==> src/logic/alm_params.svh <==
// constants for the asynchronous line interface: offsets, fields, timing
`ifndef ALM_PARAMS_SVH
`define ALM_PARAMS_SVH
`define ALM_CLK_HZ        100000000
`define ALM_RX_BAUD       9600
`define ALM_TX_BAUD       9600
`define ALM_OVS           16
`define ALM_RX_TICK_CYC   (`ALM_CLK_HZ / (`ALM_RX_BAUD * `ALM_OVS))
`define ALM_TX_TICK_CYC   (`ALM_CLK_HZ / (`ALM_TX_BAUD * `ALM_OVS))
`define ALM_OFS_RX_STATUS 8'h00
`define ALM_OFS_RX_DATA   8'h04
`define ALM_OFS_TX_STATUS 8'h08
`define ALM_OFS_TX_DATA   8'h0C
`define ALM_RS_MODEM_FLAG 15
`define ALM_RS_CALL       14
`define ALM_RS_GO_AHEAD   13
`define ALM_RS_CARRIER    12
`define ALM_RS_IN_PROG    11
`define ALM_RS_REV_IN     10
`define ALM_RS_READY      7
`define ALM_RS_RX_IE      6
`define ALM_RS_MODEM_IE   5
`define ALM_RS_REV_OUT    3
`define ALM_RS_SEND_REQ   2
`define ALM_RS_TERM_RDY   1
`define ALM_RS_STEP       0
`define ALM_RD_ERROR      15
`define ALM_RD_OVERRUN    14
`define ALM_RD_FRAMING    13
`define ALM_RD_PARITY     12
`define ALM_TS_EMPTY      7
`define ALM_TS_TX_IE      6
`define ALM_TS_LOOPBACK   2
`define ALM_TS_BREAK      0
`define ALM_BIT_LAST      4'hF
`define ALM_START_CENTER  4'h7
`define ALM_STOP1_LAST    6'h0F
`define ALM_STOP15_LAST   6'h17
`define ALM_STOP2_LAST    6'h1F
`define ALM_RESP_OKAY     2'h0
`define ALM_RESP_SLVERR   2'h2
`endif

==> src/logic/alm_pkg.sv <==
// types shared by the asynchronous line interface
package alm_pkg;
	typedef struct packed {
		logic       length_code_high;
		logic       length_code_low;
		logic       parity_enable_cfg;
		logic       parity_select_cfg;
		logic [1:0] stop_count_cfg;
	} alm_cfg_t;
	typedef struct packed {
		logic call_indicator;
		logic carrier_present;
		logic modem_go_ahead;
		logic reverse_channel_in;
	} alm_modem_in_t;
	typedef struct packed {
		logic terminal_ready;
		logic send_request_out;
		logic reverse_channel_out;
	} alm_modem_out_t;
	typedef enum logic [2:0] {RX_IDLE, RX_START, RX_DATA, RX_PAR, RX_STOP} alm_rx_state_t;
	typedef enum logic [2:0] {TX_IDLE, TX_START, TX_DATA, TX_PAR, TX_STOP} alm_tx_state_t;
	typedef enum logic [2:0] {
		REG_RX_STATUS,
		REG_RX_DATA,
		REG_TX_STATUS,
		REG_TX_DATA,
		REG_NONE
	} alm_reg_t;
endpackage

==> src/logic/alm_top.sv <==
// asynchronous line interface with modem control behind an axi4-lite slave
//
// Design decisions made here: the AXI4-Lite register port and the register offsets.
`include "alm_params.svh"
`timescale 1ns/1ps
`default_nettype none

module alm_top (
	// clock and reset
	input  wire logic                    aclk,
	input  wire logic                    aresetn,
	// axi4-lite slave
	input  wire logic                    awvalid,
	output logic                         awready,
	input  wire logic [7:0]              awaddr,
	input  wire logic [2:0]              awprot,
	input  wire logic                    wvalid,
	output logic                         wready,
	input  wire logic [31:0]             wdata,
	input  wire logic [3:0]              wstrb,
	output logic                         bvalid,
	input  wire logic                    bready,
	output logic [1:0]                   bresp,
	input  wire logic                    arvalid,
	output logic                         arready,
	input  wire logic [7:0]              araddr,
	input  wire logic [2:0]              arprot,
	output logic                         rvalid,
	input  wire logic                    rready,
	output logic [31:0]                  rdata,
	output logic [1:0]                   rresp,
	// static character format
	input  wire alm_pkg::alm_cfg_t       cfg,
	// serial line and modem
	input  wire logic                    serial_in,
	output logic                         serial_out,
	input  wire alm_pkg::alm_modem_in_t  modem_in,
	output var alm_pkg::alm_modem_out_t  modem_out,
	output logic                         tape_step_request,
	// interrupt requests
	output logic                         rx_irq,
	output logic                         tx_irq,
	output logic                         modem_irq
);
	import alm_pkg::*;

	function automatic alm_reg_t decode(input logic [7:0] a);
		case (a)
			`ALM_OFS_RX_STATUS: decode = REG_RX_STATUS;
			`ALM_OFS_RX_DATA:   decode = REG_RX_DATA;
			`ALM_OFS_TX_STATUS: decode = REG_TX_STATUS;
			`ALM_OFS_TX_DATA:   decode = REG_TX_DATA;
			default:            decode = REG_NONE;
		endcase
	endfunction

	function automatic logic [7:0] len_mask(input logic [1:0] code);
		case (code)
			2'h0:    len_mask = 8'h1F;
			2'h1:    len_mask = 8'h3F;
			2'h2:    len_mask = 8'h7F;
			default: len_mask = 8'hFF;
		endcase
	endfunction

	// bit-rate ticks at sixteen times the rate, index 0 receive, 1 transmit
	logic [1:0]    tick;
	genvar g;
	generate
		for (g = 0; g < 2; g++) begin : g_tick
			localparam int unsigned DIV = (g == 0) ? `ALM_RX_TICK_CYC : `ALM_TX_TICK_CYC;
			logic [11:0] cnt;
			logic        pulse;
			always_ff @(posedge aclk) begin
				if (!aresetn) begin
					cnt <= 12'h000;
					pulse <= 1'b0;
				end else if (cnt == 12'(DIV - 1)) begin
					cnt <= 12'h000;
					pulse <= 1'b1;
				end else begin
					cnt <= cnt + 12'h001;
					pulse <= 1'b0;
				end
			end
			assign tick[g] = pulse;
		end
	endgenerate

	// format: length, mask and parity shared by both directions, stop count used by the transmitter only
	logic [1:0]    len_code;
	logic [2:0]    last_bit;
	logic [7:0]    mask;
	logic [5:0]    stop_last;
	assign len_code = {cfg.length_code_high, cfg.length_code_low};
	assign last_bit = {1'b0, len_code} + 3'h4;
	assign mask = len_mask(len_code);
	always_comb begin
		case (cfg.stop_count_cfg)
			2'h0:    stop_last = `ALM_STOP1_LAST;
			2'h1:    stop_last = `ALM_STOP15_LAST;
			default: stop_last = `ALM_STOP2_LAST;
		endcase
	end

	// register bus: write and read are each taken in one edge
	logic          wr_take;
	logic          rd_take;
	alm_reg_t      wr_reg;
	alm_reg_t      rd_reg;
	assign wr_take = awvalid & wvalid & ~bvalid;
	assign rd_take = arvalid & ~rvalid;
	assign awready = wr_take;
	assign wready = wr_take;
	assign arready = rd_take;
	assign wr_reg = decode(awaddr);
	assign rd_reg = decode(araddr);

	logic          wr_rs;
	logic          wr_ts;
	logic          wr_txd;
	logic          step_set;
	logic          modem_clr;
	logic          rd_rxd;
	assign wr_rs = wr_take && wr_reg == REG_RX_STATUS && wstrb[0];
	assign wr_ts = wr_take && wr_reg == REG_TX_STATUS && wstrb[0];
	assign wr_txd = wr_take && wr_reg == REG_TX_DATA && wstrb[0];
	assign step_set = wr_rs && wdata[`ALM_RS_STEP];
	assign modem_clr = wr_take && wr_reg == REG_RX_STATUS && wstrb[1] && wdata[`ALM_RS_MODEM_FLAG];
	assign rd_rxd = rd_take && rd_reg == REG_RX_DATA;

	// host control bits
	logic          rx_irq_enable;
	logic          modem_irq_enable;
	logic          tx_irq_enable;
	logic          loopback_test_bit;
	logic          brk;
	always_ff @(posedge aclk) begin
		if (!aresetn) begin
			rx_irq_enable <= 1'b0;
			modem_irq_enable <= 1'b0;
			modem_out <= '0;
		end else if (wr_rs) begin
			rx_irq_enable <= wdata[`ALM_RS_RX_IE];
			modem_irq_enable <= wdata[`ALM_RS_MODEM_IE];
			modem_out.reverse_channel_out <= wdata[`ALM_RS_REV_OUT];
			modem_out.send_request_out <= wdata[`ALM_RS_SEND_REQ];
			modem_out.terminal_ready <= wdata[`ALM_RS_TERM_RDY];
		end
	end
	always_ff @(posedge aclk) begin
		if (!aresetn) begin
			tx_irq_enable <= 1'b0;
			loopback_test_bit <= 1'b0;
			brk <= 1'b0;
		end else if (wr_ts) begin
			tx_irq_enable <= wdata[`ALM_TS_TX_IE];
			loopback_test_bit <= wdata[`ALM_TS_LOOPBACK];
			brk <= wdata[`ALM_TS_BREAK];
		end
	end

	// transmitter: holding register ahead of the shifter
	logic [7:0]    tx_hold;
	logic          tx_hold_full;
	logic          tx_holding_empty;
	logic          tx_load;
	alm_tx_state_t tx_state;
	logic [5:0]    tx_tcnt;
	logic [2:0]    tx_bit;
	logic [7:0]    tx_shift;
	logic          tx_par;
	logic          next_line;
	assign tx_load = tx_state == TX_IDLE && tx_hold_full;
	assign tx_holding_empty = ~tx_hold_full;
	// a write while full overwrites the waiting character; software should poll the flag
	always_ff @(posedge aclk) begin
		if (!aresetn) begin
			tx_hold <= 8'h00;
			tx_hold_full <= 1'b0;
		end else if (wr_txd) begin
			tx_hold <= wdata[7:0];
			tx_hold_full <= 1'b1;
		end else if (tx_load) begin
			tx_hold_full <= 1'b0;
		end
	end
	always_ff @(posedge aclk) begin
		if (!aresetn) begin
			tx_state <= TX_IDLE;
			tx_tcnt <= 6'h00;
			tx_bit <= 3'h0;
			tx_shift <= 8'h00;
			tx_par <= 1'b0;
		end else begin
			case (tx_state)
				TX_IDLE: begin
					if (tx_load) begin
						tx_shift <= tx_hold & mask;
						tx_par <= ^(tx_hold & mask) ^ ~cfg.parity_select_cfg;
						tx_tcnt <= 6'h00;
						tx_state <= TX_START;
					end
				end
				TX_START: begin
					if (tick[1] && tx_tcnt[3:0] == `ALM_BIT_LAST) begin
						tx_tcnt <= 6'h00;
						tx_bit <= 3'h0;
						tx_state <= TX_DATA;
					end else if (tick[1]) begin
						tx_tcnt <= tx_tcnt + 6'h01;
					end
				end
				TX_DATA: begin
					if (tick[1] && tx_tcnt[3:0] == `ALM_BIT_LAST) begin
						tx_tcnt <= 6'h00;
						tx_shift <= {1'b0, tx_shift[7:1]};
						tx_bit <= tx_bit + 3'h1;
						if (tx_bit == last_bit) begin
							tx_state <= cfg.parity_enable_cfg ? TX_PAR : TX_STOP;
						end
					end else if (tick[1]) begin
						tx_tcnt <= tx_tcnt + 6'h01;
					end
				end
				TX_PAR: begin
					if (tick[1] && tx_tcnt[3:0] == `ALM_BIT_LAST) begin
						tx_tcnt <= 6'h00;
						tx_state <= TX_STOP;
					end else if (tick[1]) begin
						tx_tcnt <= tx_tcnt + 6'h01;
					end
				end
				TX_STOP: begin
					if (tick[1] && tx_tcnt == stop_last) begin
						tx_tcnt <= 6'h00;
						tx_state <= TX_IDLE;
					end else if (tick[1]) begin
						tx_tcnt <= tx_tcnt + 6'h01;
					end
				end
				default: tx_state <= TX_IDLE;
			endcase
		end
	end
	always_comb begin
		case (tx_state)
			TX_START: next_line = 1'b0;
			TX_DATA:  next_line = tx_shift[0];
			TX_PAR:   next_line = tx_par;
			default:  next_line = 1'b1;
		endcase
	end
	always_ff @(posedge aclk) begin
		if (!aresetn) begin
			serial_out <= 1'b1;
		end else begin
			serial_out <= next_line & ~brk;
		end
	end

	// receiver: in loopback it hears the transmitter at the transmit rate
	logic          rx_line;
	logic          rx_tick;
	alm_rx_state_t rx_state;
	logic [3:0]    rx_tcnt;
	logic [2:0]    rx_bit;
	logic [7:0]    rx_shift;
	logic          rx_par_in;
	logic          start_ok;
	logic          rx_done;
	assign rx_line = loopback_test_bit ? serial_out : serial_in;
	assign rx_tick = loopback_test_bit ? tick[1] : tick[0];
	assign start_ok = rx_state == RX_START && rx_tick && rx_tcnt == `ALM_START_CENTER && !rx_line;
	assign rx_done = rx_state == RX_STOP && rx_tick && rx_tcnt == `ALM_BIT_LAST;
	always_ff @(posedge aclk) begin
		if (!aresetn) begin
			rx_state <= RX_IDLE;
			rx_tcnt <= 4'h0;
			rx_bit <= 3'h0;
			rx_shift <= 8'h00;
			rx_par_in <= 1'b0;
		end else begin
			case (rx_state)
				RX_IDLE: begin
					if (rx_tick && !rx_line) begin
						rx_tcnt <= 4'h0;
						rx_state <= RX_START;
					end
				end
				RX_START: begin
					if (rx_tick && rx_tcnt == `ALM_START_CENTER) begin
						// a glitch shorter than half a bit is not a start
						rx_state <= rx_line ? RX_IDLE : RX_DATA;
						rx_tcnt <= 4'h0;
						rx_bit <= 3'h0;
						rx_shift <= 8'h00;
					end else if (rx_tick) begin
						rx_tcnt <= rx_tcnt + 4'h1;
					end
				end
				RX_DATA: begin
					if (rx_tick && rx_tcnt == `ALM_BIT_LAST) begin
						rx_shift[rx_bit] <= rx_line;
						rx_bit <= rx_bit + 3'h1;
						if (rx_bit == last_bit) begin
							rx_state <= cfg.parity_enable_cfg ? RX_PAR : RX_STOP;
						end
					end
					if (rx_tick) begin
						rx_tcnt <= rx_tcnt + 4'h1;
					end
				end
				RX_PAR: begin
					if (rx_tick && rx_tcnt == `ALM_BIT_LAST) begin
						rx_par_in <= rx_line;
						rx_state <= RX_STOP;
					end
					if (rx_tick) begin
						rx_tcnt <= rx_tcnt + 4'h1;
					end
				end
				RX_STOP: begin
					if (rx_done) begin
						rx_state <= RX_IDLE;
					end
					if (rx_tick) begin
						rx_tcnt <= rx_tcnt + 4'h1;
					end
				end
				default: rx_state <= RX_IDLE;
			endcase
		end
	end

	// receive holding register and its flags
	logic [7:0]    rx_data;
	logic          overrun_flag;
	logic          rx_framing_flag;
	logic          parity_flag;
	logic          rx_char_ready;
	logic          rx_in_progress;
	always_ff @(posedge aclk) begin
		if (!aresetn) begin
			rx_data <= 8'h00;
			overrun_flag <= 1'b0;
			rx_framing_flag <= 1'b0;
			parity_flag <= 1'b0;
		end else if (rx_done) begin
			rx_data <= rx_shift & mask;
			overrun_flag <= rx_char_ready;
			rx_framing_flag <= ~rx_line;
			parity_flag <= cfg.parity_enable_cfg
				& (rx_par_in ^ ^(rx_shift & mask) ^ ~cfg.parity_select_cfg);
		end
	end
	// the hardware set wins over a read or step request in the same cycle
	always_ff @(posedge aclk) begin
		if (!aresetn) begin
			rx_char_ready <= 1'b0;
		end else if (rx_done) begin
			rx_char_ready <= 1'b1;
		end else if (rd_rxd || step_set) begin
			rx_char_ready <= 1'b0;
		end
	end
	always_ff @(posedge aclk) begin
		if (!aresetn) begin
			rx_in_progress <= 1'b0;
			tape_step_request <= 1'b0;
		end else begin
			if (start_ok) begin
				rx_in_progress <= 1'b1;
			end else if (rx_done) begin
				rx_in_progress <= 1'b0;
			end
			if (step_set) begin
				tape_step_request <= 1'b1;
			end else if (start_ok) begin
				tape_step_request <= 1'b0;
			end
		end
	end

	// modem line change detect; inputs are taken as synchronous
	alm_modem_in_t modem_prev;
	logic          modem_flag;
	always_ff @(posedge aclk) begin
		modem_prev <= modem_in;
	end
	always_ff @(posedge aclk) begin
		if (!aresetn) begin
			modem_flag <= 1'b0;
		end else if (modem_prev != modem_in) begin
			modem_flag <= 1'b1;
		end else if (modem_clr) begin
			modem_flag <= 1'b0;
		end
	end

	assign rx_irq = rx_char_ready & rx_irq_enable;
	assign tx_irq = tx_holding_empty & tx_irq_enable;
	assign modem_irq = modem_flag & modem_irq_enable;

	// read data and answers
	logic [31:0]   next_rdata;
	always_comb begin
		next_rdata = 32'h00000000;
		case (rd_reg)
			REG_RX_STATUS: begin
				next_rdata[`ALM_RS_MODEM_FLAG] = modem_flag;
				next_rdata[`ALM_RS_CALL] = modem_in.call_indicator;
				next_rdata[`ALM_RS_GO_AHEAD] = modem_in.modem_go_ahead;
				next_rdata[`ALM_RS_CARRIER] = modem_in.carrier_present;
				next_rdata[`ALM_RS_IN_PROG] = rx_in_progress;
				next_rdata[`ALM_RS_REV_IN] = modem_in.reverse_channel_in;
				next_rdata[`ALM_RS_READY] = rx_char_ready;
				next_rdata[`ALM_RS_RX_IE] = rx_irq_enable;
				next_rdata[`ALM_RS_MODEM_IE] = modem_irq_enable;
				next_rdata[`ALM_RS_REV_OUT] = modem_out.reverse_channel_out;
				next_rdata[`ALM_RS_SEND_REQ] = modem_out.send_request_out;
				next_rdata[`ALM_RS_TERM_RDY] = modem_out.terminal_ready;
				next_rdata[`ALM_RS_STEP] = tape_step_request;
			end
			REG_RX_DATA: begin
				next_rdata[`ALM_RD_ERROR] = overrun_flag | rx_framing_flag | parity_flag;
				next_rdata[`ALM_RD_OVERRUN] = overrun_flag;
				next_rdata[`ALM_RD_FRAMING] = rx_framing_flag;
				next_rdata[`ALM_RD_PARITY] = parity_flag;
				next_rdata[7:0] = rx_data;
			end
			REG_TX_STATUS: begin
				next_rdata[`ALM_TS_EMPTY] = tx_holding_empty;
				next_rdata[`ALM_TS_TX_IE] = tx_irq_enable;
				next_rdata[`ALM_TS_LOOPBACK] = loopback_test_bit;
				next_rdata[`ALM_TS_BREAK] = brk;
			end
			default: next_rdata = 32'h00000000;
		endcase
	end
	always_ff @(posedge aclk) begin
		if (!aresetn) begin
			bvalid <= 1'b0;
			bresp <= `ALM_RESP_OKAY;
		end else if (wr_take) begin
			bvalid <= 1'b1;
			bresp <= (wr_reg == REG_NONE) ? `ALM_RESP_SLVERR : `ALM_RESP_OKAY;
		end else if (bready) begin
			bvalid <= 1'b0;
		end
	end
	always_ff @(posedge aclk) begin
		if (!aresetn) begin
			rvalid <= 1'b0;
			rdata <= 32'h00000000;
			rresp <= `ALM_RESP_OKAY;
		end else if (rd_take) begin
			rvalid <= 1'b1;
			rdata <= next_rdata;
			rresp <= (rd_reg == REG_NONE) ? `ALM_RESP_SLVERR : `ALM_RESP_OKAY;
		end else if (rready) begin
			rvalid <= 1'b0;
		end
	end
endmodule
`default_nettype wire
==> config.mk <==
export PLATFORM = sky130hd
export DESIGN_NAME = alm_top
export DESIGN_NICKNAME = d
export VERILOG_FILES = /design/src/logic/alm_pkg.sv /design/src/logic/alm_top.sv
export VERILOG_INCLUDE_DIRS = /design/src /design/src/logic
export SDC_FILE = /design/constraint.sdc
export NUM_CORES = 1
export LEC_CHECK = 0
export ABC_AREA = 1
export BUFFER_PORTS_ARGS = -buffer_cell sky130_fd_sc_hd__buf_2
export CAP_MARGIN = 20
export CORE_MARGIN = 1.5
export CORE_UTILIZATION = 45
export DETAILED_ROUTE_END_ITERATION = 16
export PLACE_DENSITY = 0.78
export SYNTH_ARGS = -nofsm -noshare
export SYNTH_HDL_FRONTEND = slang
export SYNTH_SLANG_ARGS = --single-unit
==> constraint.sdc <==
create_clock -name aclk -period 3.14 [get_ports aclk]
set_clock_uncertainty 0.2 [all_clocks]
set_input_delay 0.157 -clock aclk [delete_from_list [all_inputs] [get_ports aclk]]
set_output_delay 0.157 -clock aclk [all_outputs]
set_load 0.02 [all_outputs]
**Word level (Yosys, flattened, before mapping)**

Cells that the tools add are included.

- Reduce and logical (&&, ||, !) cells: 59
- Add/sub/neg operators: 7
- Magnitude comparators: 2
- Bitwise operators: 22
- Muxes and demuxes: 74
- Equal/unequal tests: 44

Operator list:

| operator | count |
|---|---|
| $mux 3 | 17 |
| $eq 8x4->1 const B | 4 |
| $mux 8 | 4 |
| $pmux 8 s2 | 2 |
| $pmux 3 s5 | 2 |
| $add 12x1->12 const B | 2 |
| $eq 12x10->1 const B | 2 |
| $mux 6 | 4 |
| $pmux 3 s4 | 2 |
| $pmux 8 s3 | 1 |
| $logic_and 1x1->1 | 22 |
| $ne 2x2->1 const B | 11 |
| $eq 3x2->1 const B | 7 |
| $mux 1 | 20 |
| $reduce_bool 2->1 | 10 |
| $pmux 6 s3 | 1 |
| $and 8x8->8 | 2 |
| $eq 8x3->1 const B | 2 |
| $logic_not 8->1 | 2 |
| $reduce_xor 8->1 | 2 |
| $eq 3x3->1 const B | 4 |
| $logic_not 3->1 | 4 |
| $mux 4 | 3 |
| $pmux 3 s2 | 2 |
| other kinds (37) | 76 |

- Output and inout port bits: 49
- Register bits after elaboration: 123
- Bits of input ports: 76

**Depth between registers and ports, before layout**

Gate-level depths: netlist of the first run.

- Depth after elaboration: 9
- Mapped depth: 12
- Depth with buffers taken out: 11

**Worst setup path before layout of the first run**

No wires, ideal clock.

- Path kind: flip-flop to flip-flop
- Start: register rx_tcnt[0]
- End: register rx_shift[1]
- Path slack: 1467 ps
- Cell stages (with the launch flop): 8
- Data arrival time: 1358 ps
- Required time: 2824 ps
- Period minus slack after synthesis: 1673 ps
- Setup time: 116 ps
- Path through: dfxtp_1 -> ha_1 -> nand3_1 -> a21o_1 -> o21ai_4 -> nand3_1 -> o21ai_0 -> nor2_1

- Longest elaborated chain between the ends: 4

RTL lines:

| what | RTL line | source |
|---|---|---|
| start: declaration | alm_top.sv:266 | `logic [3:0] rx_tcnt;` |
| start signal: assignment | alm_top.sv:299 | `rx_tcnt <= rx_tcnt + 4'h1;` |
| start signal: assignment | alm_top.sv:311 | `rx_tcnt <= rx_tcnt + 4'h1;` |
| start signal: assignment | alm_top.sv:320 | `rx_tcnt <= rx_tcnt + 4'h1;` |
| $eq 4x4->1 (no source line) or $eq 4x3->1 (tied branches) | - |  |
| $logic_and 1x1->1 (no source line) | - |  |
| $ne 2x2->1 (no source line) or $ne 2x1->1 (tied branches) | - |  |
| $reduce_and 3->1 (no source line) * | - |  |
| end signal: indexed assignment | alm_top.sv:304 | `rx_shift[rx_bit] <= rx_line;` |
| end: declaration | alm_top.sv:268 | `logic [7:0] rx_shift;` |

Mark *: on every way between the ends. The rest lies on a longest branch, timed or not.
A chain may end at the register's enable or synchronous reset.

**Final worst setup path of the first run**

- Start: input port awaddr[4]
- End: register modem_flag

- Longest elaborated chain between the ends: 7

RTL lines:

| what | RTL line | source |
|---|---|---|
| start: declaration | alm_top.sv:15 | `input wire logic [7:0] awaddr,` |
| $eq 8x4->1, or another cell as far along | alm_top.sv:48 | `case (a)` |
| $pmux 3 s4 * | alm_top.sv:48 |  |
| $logic_not 3->1 * | alm_top.sv:129 | `` assign modem_clr = wr_take && wr_reg == REG_RX_STATUS && wstrb[1] && wdata[`ALM_RS_MODEM_FLAG]; `` |
| $logic_and 1x1->1 * (3 in series) | alm_top.sv:129 |  |
| $reduce_bool 2->1 (no source line) * | - |  |
| end signal: assignment | alm_top.sv:393 | `modem_flag <= 1'b0;` |
| end signal: assignment | alm_top.sv:395 | `modem_flag <= 1'b1;` |
| end signal: assignment | alm_top.sv:397 | `modem_flag <= 1'b0;` |
| end: declaration | alm_top.sv:387 | `logic modem_flag;` |

Marked as above.

==> results of run 1 <==
[critical path, cell delays in order]
cell and delay, ps:
dlygate4sd3_1 530, buf_2 120, nor2_1 70, dlygate4sd3_1 560, nand2_1 120, nor3_4 220
nand4_1 100, dlygate4sd3_1 570, nand2_1 60, a21oi_1 60
[through the flow]
| step | setup WS, ps | power (µW) |
|---|---|---|
| finish | 663 | 4430 |
| global route | 536 | 4630 |
| CTS | 117 | 4450 |
| detailed placement | 989 | 2390 |
| global placement | 1080 | 2380 |
| floorplan | 1470 | 2230 |
[where the power goes]
part	leakage, µW	switching, µW	total [µW]	internal [µW]
registers	0.000980	56.3	1650	1590
logic	0.00198	507	743	236
clock network	0.000291	702	2030	1330
[flip-flops by register name, summed over array words and instances (netlist names), 6 cells and up]
register and cells:
rx_data 8, g_tick.cnt 24, rdata 14, rx_shift 8, tx_tcnt 6, tx_hold 8, tx_shift 8
[final cells by class]
class                           instances  area, µm²  area share [%]
Clock buffer                           22        484            6.56
Inverter                              117        439            5.95
Clock inverter                         10        141            1.92
Tap cell                              176        220            2.98
Timing Repair Buffer                  106        686            9.29
Multi-Input combinational cell        632       2990            40.5
Sequential cell                       121       2420            32.8
[worst paths after layout]
kind	startpoint	end	slack, ps
max	awaddr[4]	modem_flag$_SDFFE_PN0P_	660
min	serial_in	rx_framing_flag$_SDFFE_PN0P_	20
max reg2reg	rx_tcnt[0]$_SDFFE_PN0P_	rx_state[0]$_SDFFE_PN0P_	750
min reg2reg	g_tick[0].cnt[0]$_SDFF_PP0_	g_tick[0].cnt[0]$_SDFF_PP0_	250
[per-layer routing]
metal  up-vias  wire length, µm
met5         -                0
met4         0              299
met3        30              852
met2       172             6880
met1      2697             6530
li1       3032                -
[synth_stat cells, drive strengths merged, types with 6 or more instances]
cell type	number	area share [%]
nor2	88	5.7
nand4	18	1.9
nor3	17	1.7
inv	116	7.2
buf	30	3.5
xnor2	6	0.87
clkbuf	12	0.77
nand3	54	4.5
o21ai	59	5.1
ha	8	1.7
xor2	10	1.5
a31oi	9	0.93
a21oi	73	6.1
dfxtp	121	40
nand2	246	16
[cells by family (layout without fill, tap and decap cells)]
group                      count (synthesis)  after routing
adders and majority gates                  8              8
DFF                                      121            121
other                                      1             20
buffers and inverters                    159            255
xor gates and xnor gates                  16             16
and+or+nand+nor                          440            440
AOI/OAI and AO/OA                        148            148
[what timing repair did]
item,4_1_cts,5_1_grt
hold endpoints to repair,43,0
gates resized for setup,0,0
hold buffers,30,0
endpoints found under the setup margin,0,1
==> summary.txt, run 1 <==
Status
  – Outcome: finished, final reports clean

Logic synthesis
  – Complex-gate fraction of the synthesized area: between 10% and 20%
  – Mapped Avg Cell Area: 6.76 µm²
  – Largest family of logic cells by synthesized area: simple AND/OR/NAND/NOR gates
  – Register bit total from synthesis: 121
  – Adder-cell share of the synthesized area: 1.66%
  – Simple-Gate Fraction of Synth Area: 31.2%
  – Yosys cell types: 42
  – Asr flop ratio synth: 0%
  – Seq/Total Area, Yosys: roughly 40%
  – Mux share of post-synthesis cell area: 0%
  – Post-synth EDFFs: 0
  – XOR/XNOR Fraction of Synth Area: 2.32%
  – Syn Std Cell Area: 0.00604 mm²
  – Syn. warnings: 0
  – Prevailing post-synth register cell: dfxtp_1
  – Cells after synthesis: about 890

Min path
  – HP Class: in2reg
  – Worst hold stages: 4

Drt
  – WL/cell: around 12 µm
  – Initial DRC count: 420
  – Post-Route WL: between 10000 and 15000 µm
  – DRT Pass-1 Iters: 5
  – Vias per cell: about 5
  – ANT nets after route: 0
  – Vias: about 6000
  – DRC violations left: 0

Finish
  – Layout Utilization: between 50% and 60%
  – Most common cell after layout, fill and taps aside: nand2_1
  – Fin nets: between 1000 and 1500
  – Most frequent cells in the layout: 240 x nand2_1, 121 x dfxtp_1, 116 x inv_1
  – Final-layout fill cell count: around 1200
  – Fraction of layout cells with a size suffix above 1: 12.5%
  – Design area: roughly 0.0074 mm²
  – Fin cells: between 1000 and 1500
  – # diodes: 0
  – Synth-to-Final Area Change: 22.3%

Setup path
  – Critical path fanouts, max: 5
  – Worst r2r path cells: 10
  – Kind of critical path: in2reg
  – Worst setup SP type: input pin
  – Critical Path RT: between 3000 and 4000 ps
  – Crit. End Element: flip-flop
  – Arrival time at the worst endpoint: ~2600 ps

Clock network
  – CTS Root Cell: clkbuf_16
  – H-tree Lvls: 4
  – Postcts setup bufs: 0
  – Bufs on Longest Clock Path: 2
  – CTS tree: yes
  – Clock sinks: roughly 120
  – Worst-path clk slew: 60 ps
  – Clk_lat worst skew: roughly 420 ps
  – Num CTS Buffers: 17

STA
  – Final period utilization: 78.9%
  – Worst-Margin Slew: between 800 and 900 ps
  – Final count of pins violating max slew: 0
  – RSZ-0062 raised after global routing: no
  – Slew HR: between 40% and 50%
  – Final Hold Vio Count: 0
  – Hold WS: ~22 ps
  – Setup-failing EPs final: 0
  – Timing-limited maximum frequency: around 400 MHz
  – Tmin final: about 2500 ps
  – Final setup TNS: 0 ps

GRT
  – Largest net degree at the start of global routing: between 40 and 50
  – Antenna violations before repair: 0
  – All-Layer GR Usage: around a fifth
  – Met2 Usage GRT: between 30% and 40%
  – Met1 usage: about a quarter
  – First-pass GRT wire length: 24400 µm
  – Vias in the first global route: 5410
  – Routing usage on met3: about 5.3%
  – Total gr overflow: 0
  – GRT Max-Usage Layer: met2

Power and ir drop
  – Peak supply drop: 390 µV
  – Pwr/cell area: roughly 600 mW/mm²
  – Lkg Pwr: ~0.0032 µW

Placement
  – Final GP Congestion: slightly below 0.9
  – DP Cell Count: around 1100
  – IO buf count: between 70 and 80
  – Placed Area: roughly 0.0065 mm²
  – Final HPWL DP: around 10000 µm

Floorplanning
  – Core Box Area: ~0.013 mm²
  – FP Rows: 42
  – Boundary Pins: 125
  – Die Area: 0.0141 mm²
  – Initial Utilization: a little under half
  – Die width: between 100 and 150 µm
  – Die H: approximately 120 µm

Job
  – Max cap viols: 0
(Power assumes the default switching activity.)
==> run 2: changes to the inputs <==
- ABC_AREA: 1 -> 0
- clock period: 3.14 -> 2.56 ns (I/O delays scaled with it)
==> run 2 against run 1 <==
Against the previous run: worst setup slack got worse by 470 ps; wire length decreased by 2.3%; sequential power increased by 17%; first-iteration DRC count rose by 23%; final area decreased by 1.8%; clock-buffer cell count decreased by 1; synthesized area down 1.7%; hold slack better by 6.6 ps; critical path type is now reg2reg.
==> summary.txt, run 2 <==
Floorplanning
  – Boundary Pins: 125 (unchanged)
  – FP Rows: 41 (-2.4%)
  – Die Area: 0.0139 mm² (-1.7%)
  – Initial Utilization: 46.6% (+0.88 points)
  – Core Box Area: 0.0127 mm² (-3.5%)
  – Die width: 118 µm (-0.83%)
  – Die H: 118 µm (-0.83%)

Clock network
  – Clock sinks: 121 (unchanged)
  – CTS Root Cell: clkbuf_16
  – Bufs on Longest Clock Path: 2 (unchanged)
  – Worst-path clk slew: 50 ps (about the same)
  – Num CTS Buffers: 17 (unchanged)
  – Clk_lat worst skew: 410 ps (about the same)
  – Postcts setup bufs: 0 (unchanged)
  – H-tree Lvls: 4 (unchanged)
  – Hold Buf Count CTS: 28 (-6.7%)
  – CTS tree: yes
  – Cts repair resizes: 0 (unchanged)

Logic synthesis
  – Top post-synthesis cells by area: dfxtp_1 41%, nor2_1 5.8%, nand2_1 3.9%
  – Post-synth top area share: 40.8% (+0.69 points)
  – Register bit total from synthesis: 121 (unchanged)
  – Post-synth EDFFs: 0 (unchanged)
  – Mapped Avg Cell Area: 8.41 µm² (+24%)
  – Most frequent cells after synthesis: 121 x dfxtp_1, 92 x nor2_1, 62 x nand2_1
  – Post-synth top area cell: dfxtp_1
  – Yosys cell types: 65 (+55%)
  – Seq/Total Area, Yosys: 40.8% (+0.69 points)
  – Asr flop ratio synth: 0% (unchanged)
  – Syn Std Cell Area: 0.00593 mm² (-1.7%)
  – Prevailing post-synth register cell: dfxtp_1
  – Cells after synthesis: 706 (-21%)
  – Syn. warnings: 0 (unchanged)
  – Most common cell in the netlist: dfxtp_1

Status
  – Outcome: finished, final reports clean

Finish
  – Fin nets: 882 (-18%)
  – # diodes: 0 (unchanged)
  – Synth-to-Final Area Change: 22.2% (about the same)
  – Design area: 0.00725 mm² (-1.8%)
  – Regs by FF count: g_tick.cnt x24, rdata x14
  – Fraction of layout cells with a size suffix above 1: 16.2% (+3.7 points)
  – Most common cell after layout, fill and taps aside: dfxtp_1
  – Fin cells: 982 (-17%)
  – Layout Utilization: 57.0% (+1.0 points)
  – Largest reg by FF count: g_tick.cnt
  – Most frequent cells in the layout: 121 x dfxtp_1, 92 x nor2_1, 73 x buf_2
  – Max reg flops: 24 (unchanged)

Power and ir drop
  – Peak supply drop: 556 µV (+42%)
  – Flop pwr share: 42.6% (+5.3 points)
  – Sw Share: 22.1% (-6.5 points)
  – Combinational share of power: 6.1% (-11 points)
  – Clock power frac: 51.3% (+5.4 points)
  – Total power: 4530 µW (+2.4%)
  – Net switching power: 1000 µW (-21%)
  – Pint: 3530 µW (+12%)
  – Pwr/cell area: 625 mW/mm² (+4.3%)
  – Lkg Pwr: 0.00279 µW (-14%)

Setup path
  – CP Cell Sequence: or2_2 -> nor3b_1 -> nand4_1 -> dlygate4sd3_1 -> a21oi_1
  – Critical path fanouts, max: 13 (+8)
  – Kind of critical path: reg2reg
  – CP max stage cell: dlygate4sd3_1
  – Arrival time at the worst endpoint: 2500 ps (-70 ps)
  – Slowest stage delay, CP: 570 ps (about the same)
  – Critical Path RT: 2690 ps (-540 ps)
  – Crit. End Element: flip-flop
  – Worst setup SP type: flip-flop

STA
  – Worst-Margin Slew: 684 ps (-126 ps)
  – Final count of pins violating max slew: 0 (unchanged)
  – Tmin final: 2370 ps
  – Final period utilization: 92.5%
  – Slew HR: 54.3% (+8.5 points)
  – RSZ-0062 raised after global routing: no
  – Timing-limited maximum frequency: 422 MHz
  – Final Hold Vio Count: 0 (unchanged)
  – Setup-failing EPs final: 0 (unchanged)
  – Final setup TNS: 0 ps (unchanged)

GRT
  – All-Layer GR Usage: 20.6% (-0.72 points)
  – First-pass GRT wire length: 23500 µm (-3.8%)
  – Vias in the first global route: 4971 (-8.1%)
  – Largest net degree at the start of global routing: 45 (+7.1%)
  – Antenna violations before repair: 0 (unchanged)
  – Total gr overflow: 0 (unchanged)

Placement
  – Final GP Congestion: 0.842 (-4.8%)
  – DP Cell Count: 923 (-18%)
  – IO buf count: 73 (unchanged)
  – Final HPWL DP: 9230 µm (-8.3%)
  – Placed Area: 0.00640 mm² (-0.97%)

Drt
  – WL/cell: 14.5 µm (+18%)
  – Initial DRC count: 517 (+23%)
  – Vias per cell: 5.41 (+8.0%)
  – Vias: 5312 (-10%)
  – DRT Pass-1 Iters: 5 (unchanged)
  – DRC violations left: 0 (unchanged)
  – Post-Route WL: 14200 µm (-2.3%)
  – ANT nets after route: 0 (unchanged)

Min path
  – HP Class: in2reg

Job
  – Max cap viols: 0 (unchanged)
run 2: changes by cell type after synthesis, sizes merged, moves of 12 or more:
cell    before  now
a211oi       1   13
a21oi       73   37
a22oi        0   21
clkbuf      12   39
inv        116   13
mux2i        0   23
nand2      246   62
nand3       54   34
o21ai       59   29
xnor2        6   23
run 2: metal layers:
metal,up-vias,GRT usage [%],part of all wire (%)
met5,-,0,0
met4,0,9.53,2.6
met3,35,4.12,5.1
met2,165,32.9,48
met1,2462,26.7,45
li1,2650,-,-
run 2: cells by family after synthesis:
group	Yosys count	synth area share (%)
and+or+nand+nor	285	24.2
AOI/OAI and AO/OA	141	15.5
DFF	121	40.8
buffers and inverters	78	6.35
xor gates and xnor gates	42	6.20
muxes	30	5.21
adders and majority gates	8	1.69
other	1	0.0632
run 2: worst max-delay path, delay by kind of cell (launching register included):
kind	cells	cell delay, ps
compound gates	1	140
buf+inv	1	570
flops	1	430
simple gates	3	960
run 2: path summary, 6_finish.rpt:
kind                                                from  depth (start not counted)  slack [ps]                  endpoint
worst max register to register  tx_state[1]$_SDFFE_PN0P_                          5         190  tx_shift[7]$_SDFFE_PN0P_
worst min register to register   rx_data[7]$_SDFFE_PN0P_                          2         250   rx_data[7]$_SDFFE_PN0P_
worst max-delay path            tx_state[1]$_SDFFE_PN0P_                          5         190  tx_shift[7]$_SDFFE_PN0P_
worst min-delay path                              wvalid                          5          30     bresp[1]$_SDFFE_PN0P_
run 2: layout make-up:
type	instances	area, µm²
fill	1139	5470
multi-input combinational	526	3210
sequential	121	2420
timing repair buffer	118	786
clock buffer	21	440
tap	172	215
clock inverter	10	128
inverter	14	52.6
run 2: metrics by stage:
| step | hold slack, ps | setup WS (ps) |
|---|---|---|
| final | 29.1 | 193 |
| after global routing | 43.1 | 23.5 |
| after CTS | 5.66 | 212 |
| after detailed placement | 75.2 | 237 |
| after global placement | 73.3 | 242 |
| after floorplan | -44.3 | 381 |
run 2: power groups by stage:
| stage | logic (µW) | registers [µW] | clock network [µW] |
|---|---|---|---|
| floorplan | 180 | 1970 | 0 |
| global placement | 237 | 1970 | 0 |
| CTS | 272 | 1930 | 2350 |
| finish | 277 | 1930 | 2320 |
| global route | 302 | 1930 | 2440 |
| detailed placement | 239 | 1970 | 0 |
==> run 3: changes to the inputs <==
- CAP_MARGIN: 20 -> default
- HOLD_SLACK_MARGIN: default -> 0.05
- SETUP_SLACK_MARGIN: default -> 0.2
==> run 3 against run 2 <==
Against the previous run: combinational power grew 4%; sequential power is essentially flat; register-to-register slack gained 90 ps; fmax grew 3.9%; die area is the same; wire length grew 1.6%; final cell count grew 0.51%; via count grew 1.2%; final area grew 1.1%; flip-flop and latch count is the same; largest cell class unchanged.
==> summary.txt, run 3 (synthesis results as in run 2) <==
Finish
  – Regs by FF count: g_tick.cnt x24, rdata x14
  – Fraction of layout cells with a size suffix above 1: 17.1% (+0.88 points)
  – Fin cells: 987 (+0.51%)
  – Fin nets: 887 (+0.57%)
  – Synth-to-Final Area Change: 23.5%
  – Most common cell after layout, fill and taps aside: dfxtp_1
  – Largest reg by FF count: g_tick.cnt
  – Design area: 0.00733 mm² (+1.1%)
  – # diodes: 0 (unchanged)
  – Most frequent cells in the layout: 119 x dfxtp_1, 91 x nor2_1, 73 x buf_2
  – Max reg flops: 24 (unchanged)
  – Area used by multi-input combinational logic: 0.00323 mm² (+0.70%)
  – Register area: 0.00243 mm² (+0.21%)
  – Final-layout fill cell count: 1138 (-0.088%)

Setup path
  – CP Cell Sequence: or4bb_1 -> a311oi_2 -> o22ai_2 -> or4b_1 -> a21oi_1
  – Kind of critical path: reg2reg
  – Worst setup path startpoint: tx_tcnt[3]$_SDFFE_PN0P_
  – Slowest stage delay, CP: 540 ps (-30 ps)
  – Critical path fanouts, max: 5 (-8)
  – Crit. End Element: flip-flop
  – CP max stage cell: or4b_1
  – Arrival time at the worst endpoint: 2420 ps (-80 ps)
  – Worst setup SP type: flip-flop
  – Worst r2r src: tx_tcnt[3]$_SDFFE_PN0P_
  – Critical Path RT: 2700 ps (about the same)

Power and ir drop
  – Pint: 3540 µW (+0.16%)
  – Clock power frac: 51.3% (about the same)
  – Net switching power: 1020 µW (+1.4%)
  – Combinational share of power: 6.3% (+0.2 points)
  – Peak supply drop: 562 µV (+1.0%)
  – Lkg Pwr: 0.00284 µW (+1.9%)
  – Flop pwr share: 42.4% (-0.2 points)
  – Sw Share: 22.3% (+0.22 points)
  – Pwr/cell area: 621 mW/mm² (-0.62%)

Clock network
  – Clock sinks: 121 (unchanged)
  – CTS tree: yes
  – CTS Root Cell: clkbuf_16
  – Worst-path clk slew: 60 ps (about the same)
  – Clk_lat worst skew: 410 ps (about the same)
  – Num CTS Buffers: 17 (unchanged)
  – H-tree Lvls: 4 (unchanged)
  – Bufs on Longest Clock Path: 2 (unchanged)

STA
  – Slew HR: 53.9% (-0.36 points)
  – Final setup TNS: 0 ps (unchanged)
  – Worst-Margin Slew: 689 ps (+5.37 ps)
  – Worst setup margin: 282 ps (+89.1 ps)
  – Final Hold Vio Count: 0 (unchanged)
  – Final count of pins violating max slew: 0 (unchanged)
  – Final period utilization: 89.0% (-3.5 points)
  – Setup-failing EPs final: 0 (unchanged)
  – Timing-limited maximum frequency: 439 MHz (+3.9%)
  – Tmin final: 2280 ps (-89.1 ps)
  – RSZ-0062 raised after global routing: yes

Floorplanning
  – Initial Utilization: 46.6% (unchanged)
  – Die Area: 0.0139 mm² (unchanged)
  – Die H: 118 µm (unchanged)
  – Core Box Area: 0.0127 mm² (unchanged)
  – Die width: 118 µm (unchanged)
  – Boundary Pins: 125 (unchanged)
  – FP Rows: 41 (unchanged)

Job
  – Max cap viols: 0 (unchanged)

Placement
  – Final GP Congestion: 0.842 (unchanged)
  – DP Cell Count: 923 (unchanged)
  – Final HPWL DP: 9230 µm (unchanged)
  – Pre-CTS setup slack: 237 ps (unchanged)
  – Placed Area: 0.00640 mm² (unchanged)
  – IO buf count: 73 (unchanged)

Drt
  – Vias per cell: 5.45 (+0.71%)
  – DRT Pass-1 Iters: 5 (unchanged)
  – Vias: 5377 (+1.2%)
  – Post-Route WL: 14500 µm (+1.6%)
  – ANT nets after route: 0 (unchanged)
  – DRC violations left: 0 (unchanged)
  – Initial DRC count: 514 (-0.58%)
  – WL/cell: 14.6 µm (+1.1%)

Min path
  – Hold path start: cfg[3]
  – HP Class: in2reg

GRT
  – First-pass GRT wire length: 23700 µm (+1.1%)
  – Antenna violations before repair: 0 (unchanged)
  – Vias in the first global route: 4980 (+0.18%)
  – All-Layer GR Usage: 20.8% (+0.30 points)
  – Largest net degree at the start of global routing: 45 (unchanged)
  – Total gr overflow: 0 (unchanged)

Status
  – Outcome: finished, final reports clean
run 3: power by group through the flow:
stage	Sequential (µW)	Clock [µW]	Combinational, µW
floorplan	1970	0	180
global placement	1970	0	237
detailed placement	1970	0	239
CTS	1930	2350	280
global route	1930	2450	312
finish	1930	2340	287
run 3: worst paths after layout:
kind	slack, ps	cells past startpoint	end
worst max register to register	280	5	tx_state[0]$_SDFFE_PN0P_
worst max-delay path	280	5	tx_state[0]$_SDFFE_PN0P_
worst min register to register	250	2	rx_data[7]$_SDFFE_PN0P_
worst min-delay path	50	5	rx_state[0]$_SDFFE_PN0P_
run 3: critical path: cells and delay by family (launching register included):
| family | cells | cell delay [ps] |
|---|---|---|
| flops | 1 | 340 |
| simple gates | 2 | 1040 |
| compound gates | 3 | 640 |
run 3: area by class of cell:
cell class	count	area share, %
well taps	172	2.94
inverters	14	0.717
repair buffers	123	11.4
clock inverters	10	1.74
flip-flops and latches	121	33.1
multi-input cells	526	44.1
clock buffers	21	6.01
run 3: timing repair:
action                                  CTS  global route
endpoints found under the setup margin    0            25
setup buffers                             0             1
hold buffers                             32             0
endpoints found under the hold margin    45             0
resized for setup                         0            10
run 3: per-stage QoR:
| stage | utilization (%) | total power [µW] | hold slack, ps |
|---|---|---|---|
| 3_5_place_dp | 50.3 | 2210 | 75.2 |
| 4_1_cts | 57.3 | 4560 | 52.3 |
| 2_1_floorplan | - | 2150 | -44.3 |
| 5_1_grt | 57.6 | 4690 | 102 |
| 3_3_place_gp | 50.3 | 2210 | 73.3 |
| 6_report | 57.6 | 4550 | 54.7 |
run 3: metal layers:
metal  GRT usage, %  part of all wire [%]  vias up
li1               -                     -     2657
met1           26.9                    44     2510
met2           33.7                    49      169
met3           3.97                   4.8       41
met4           9.83                   2.8        0
met5              0                     0        -
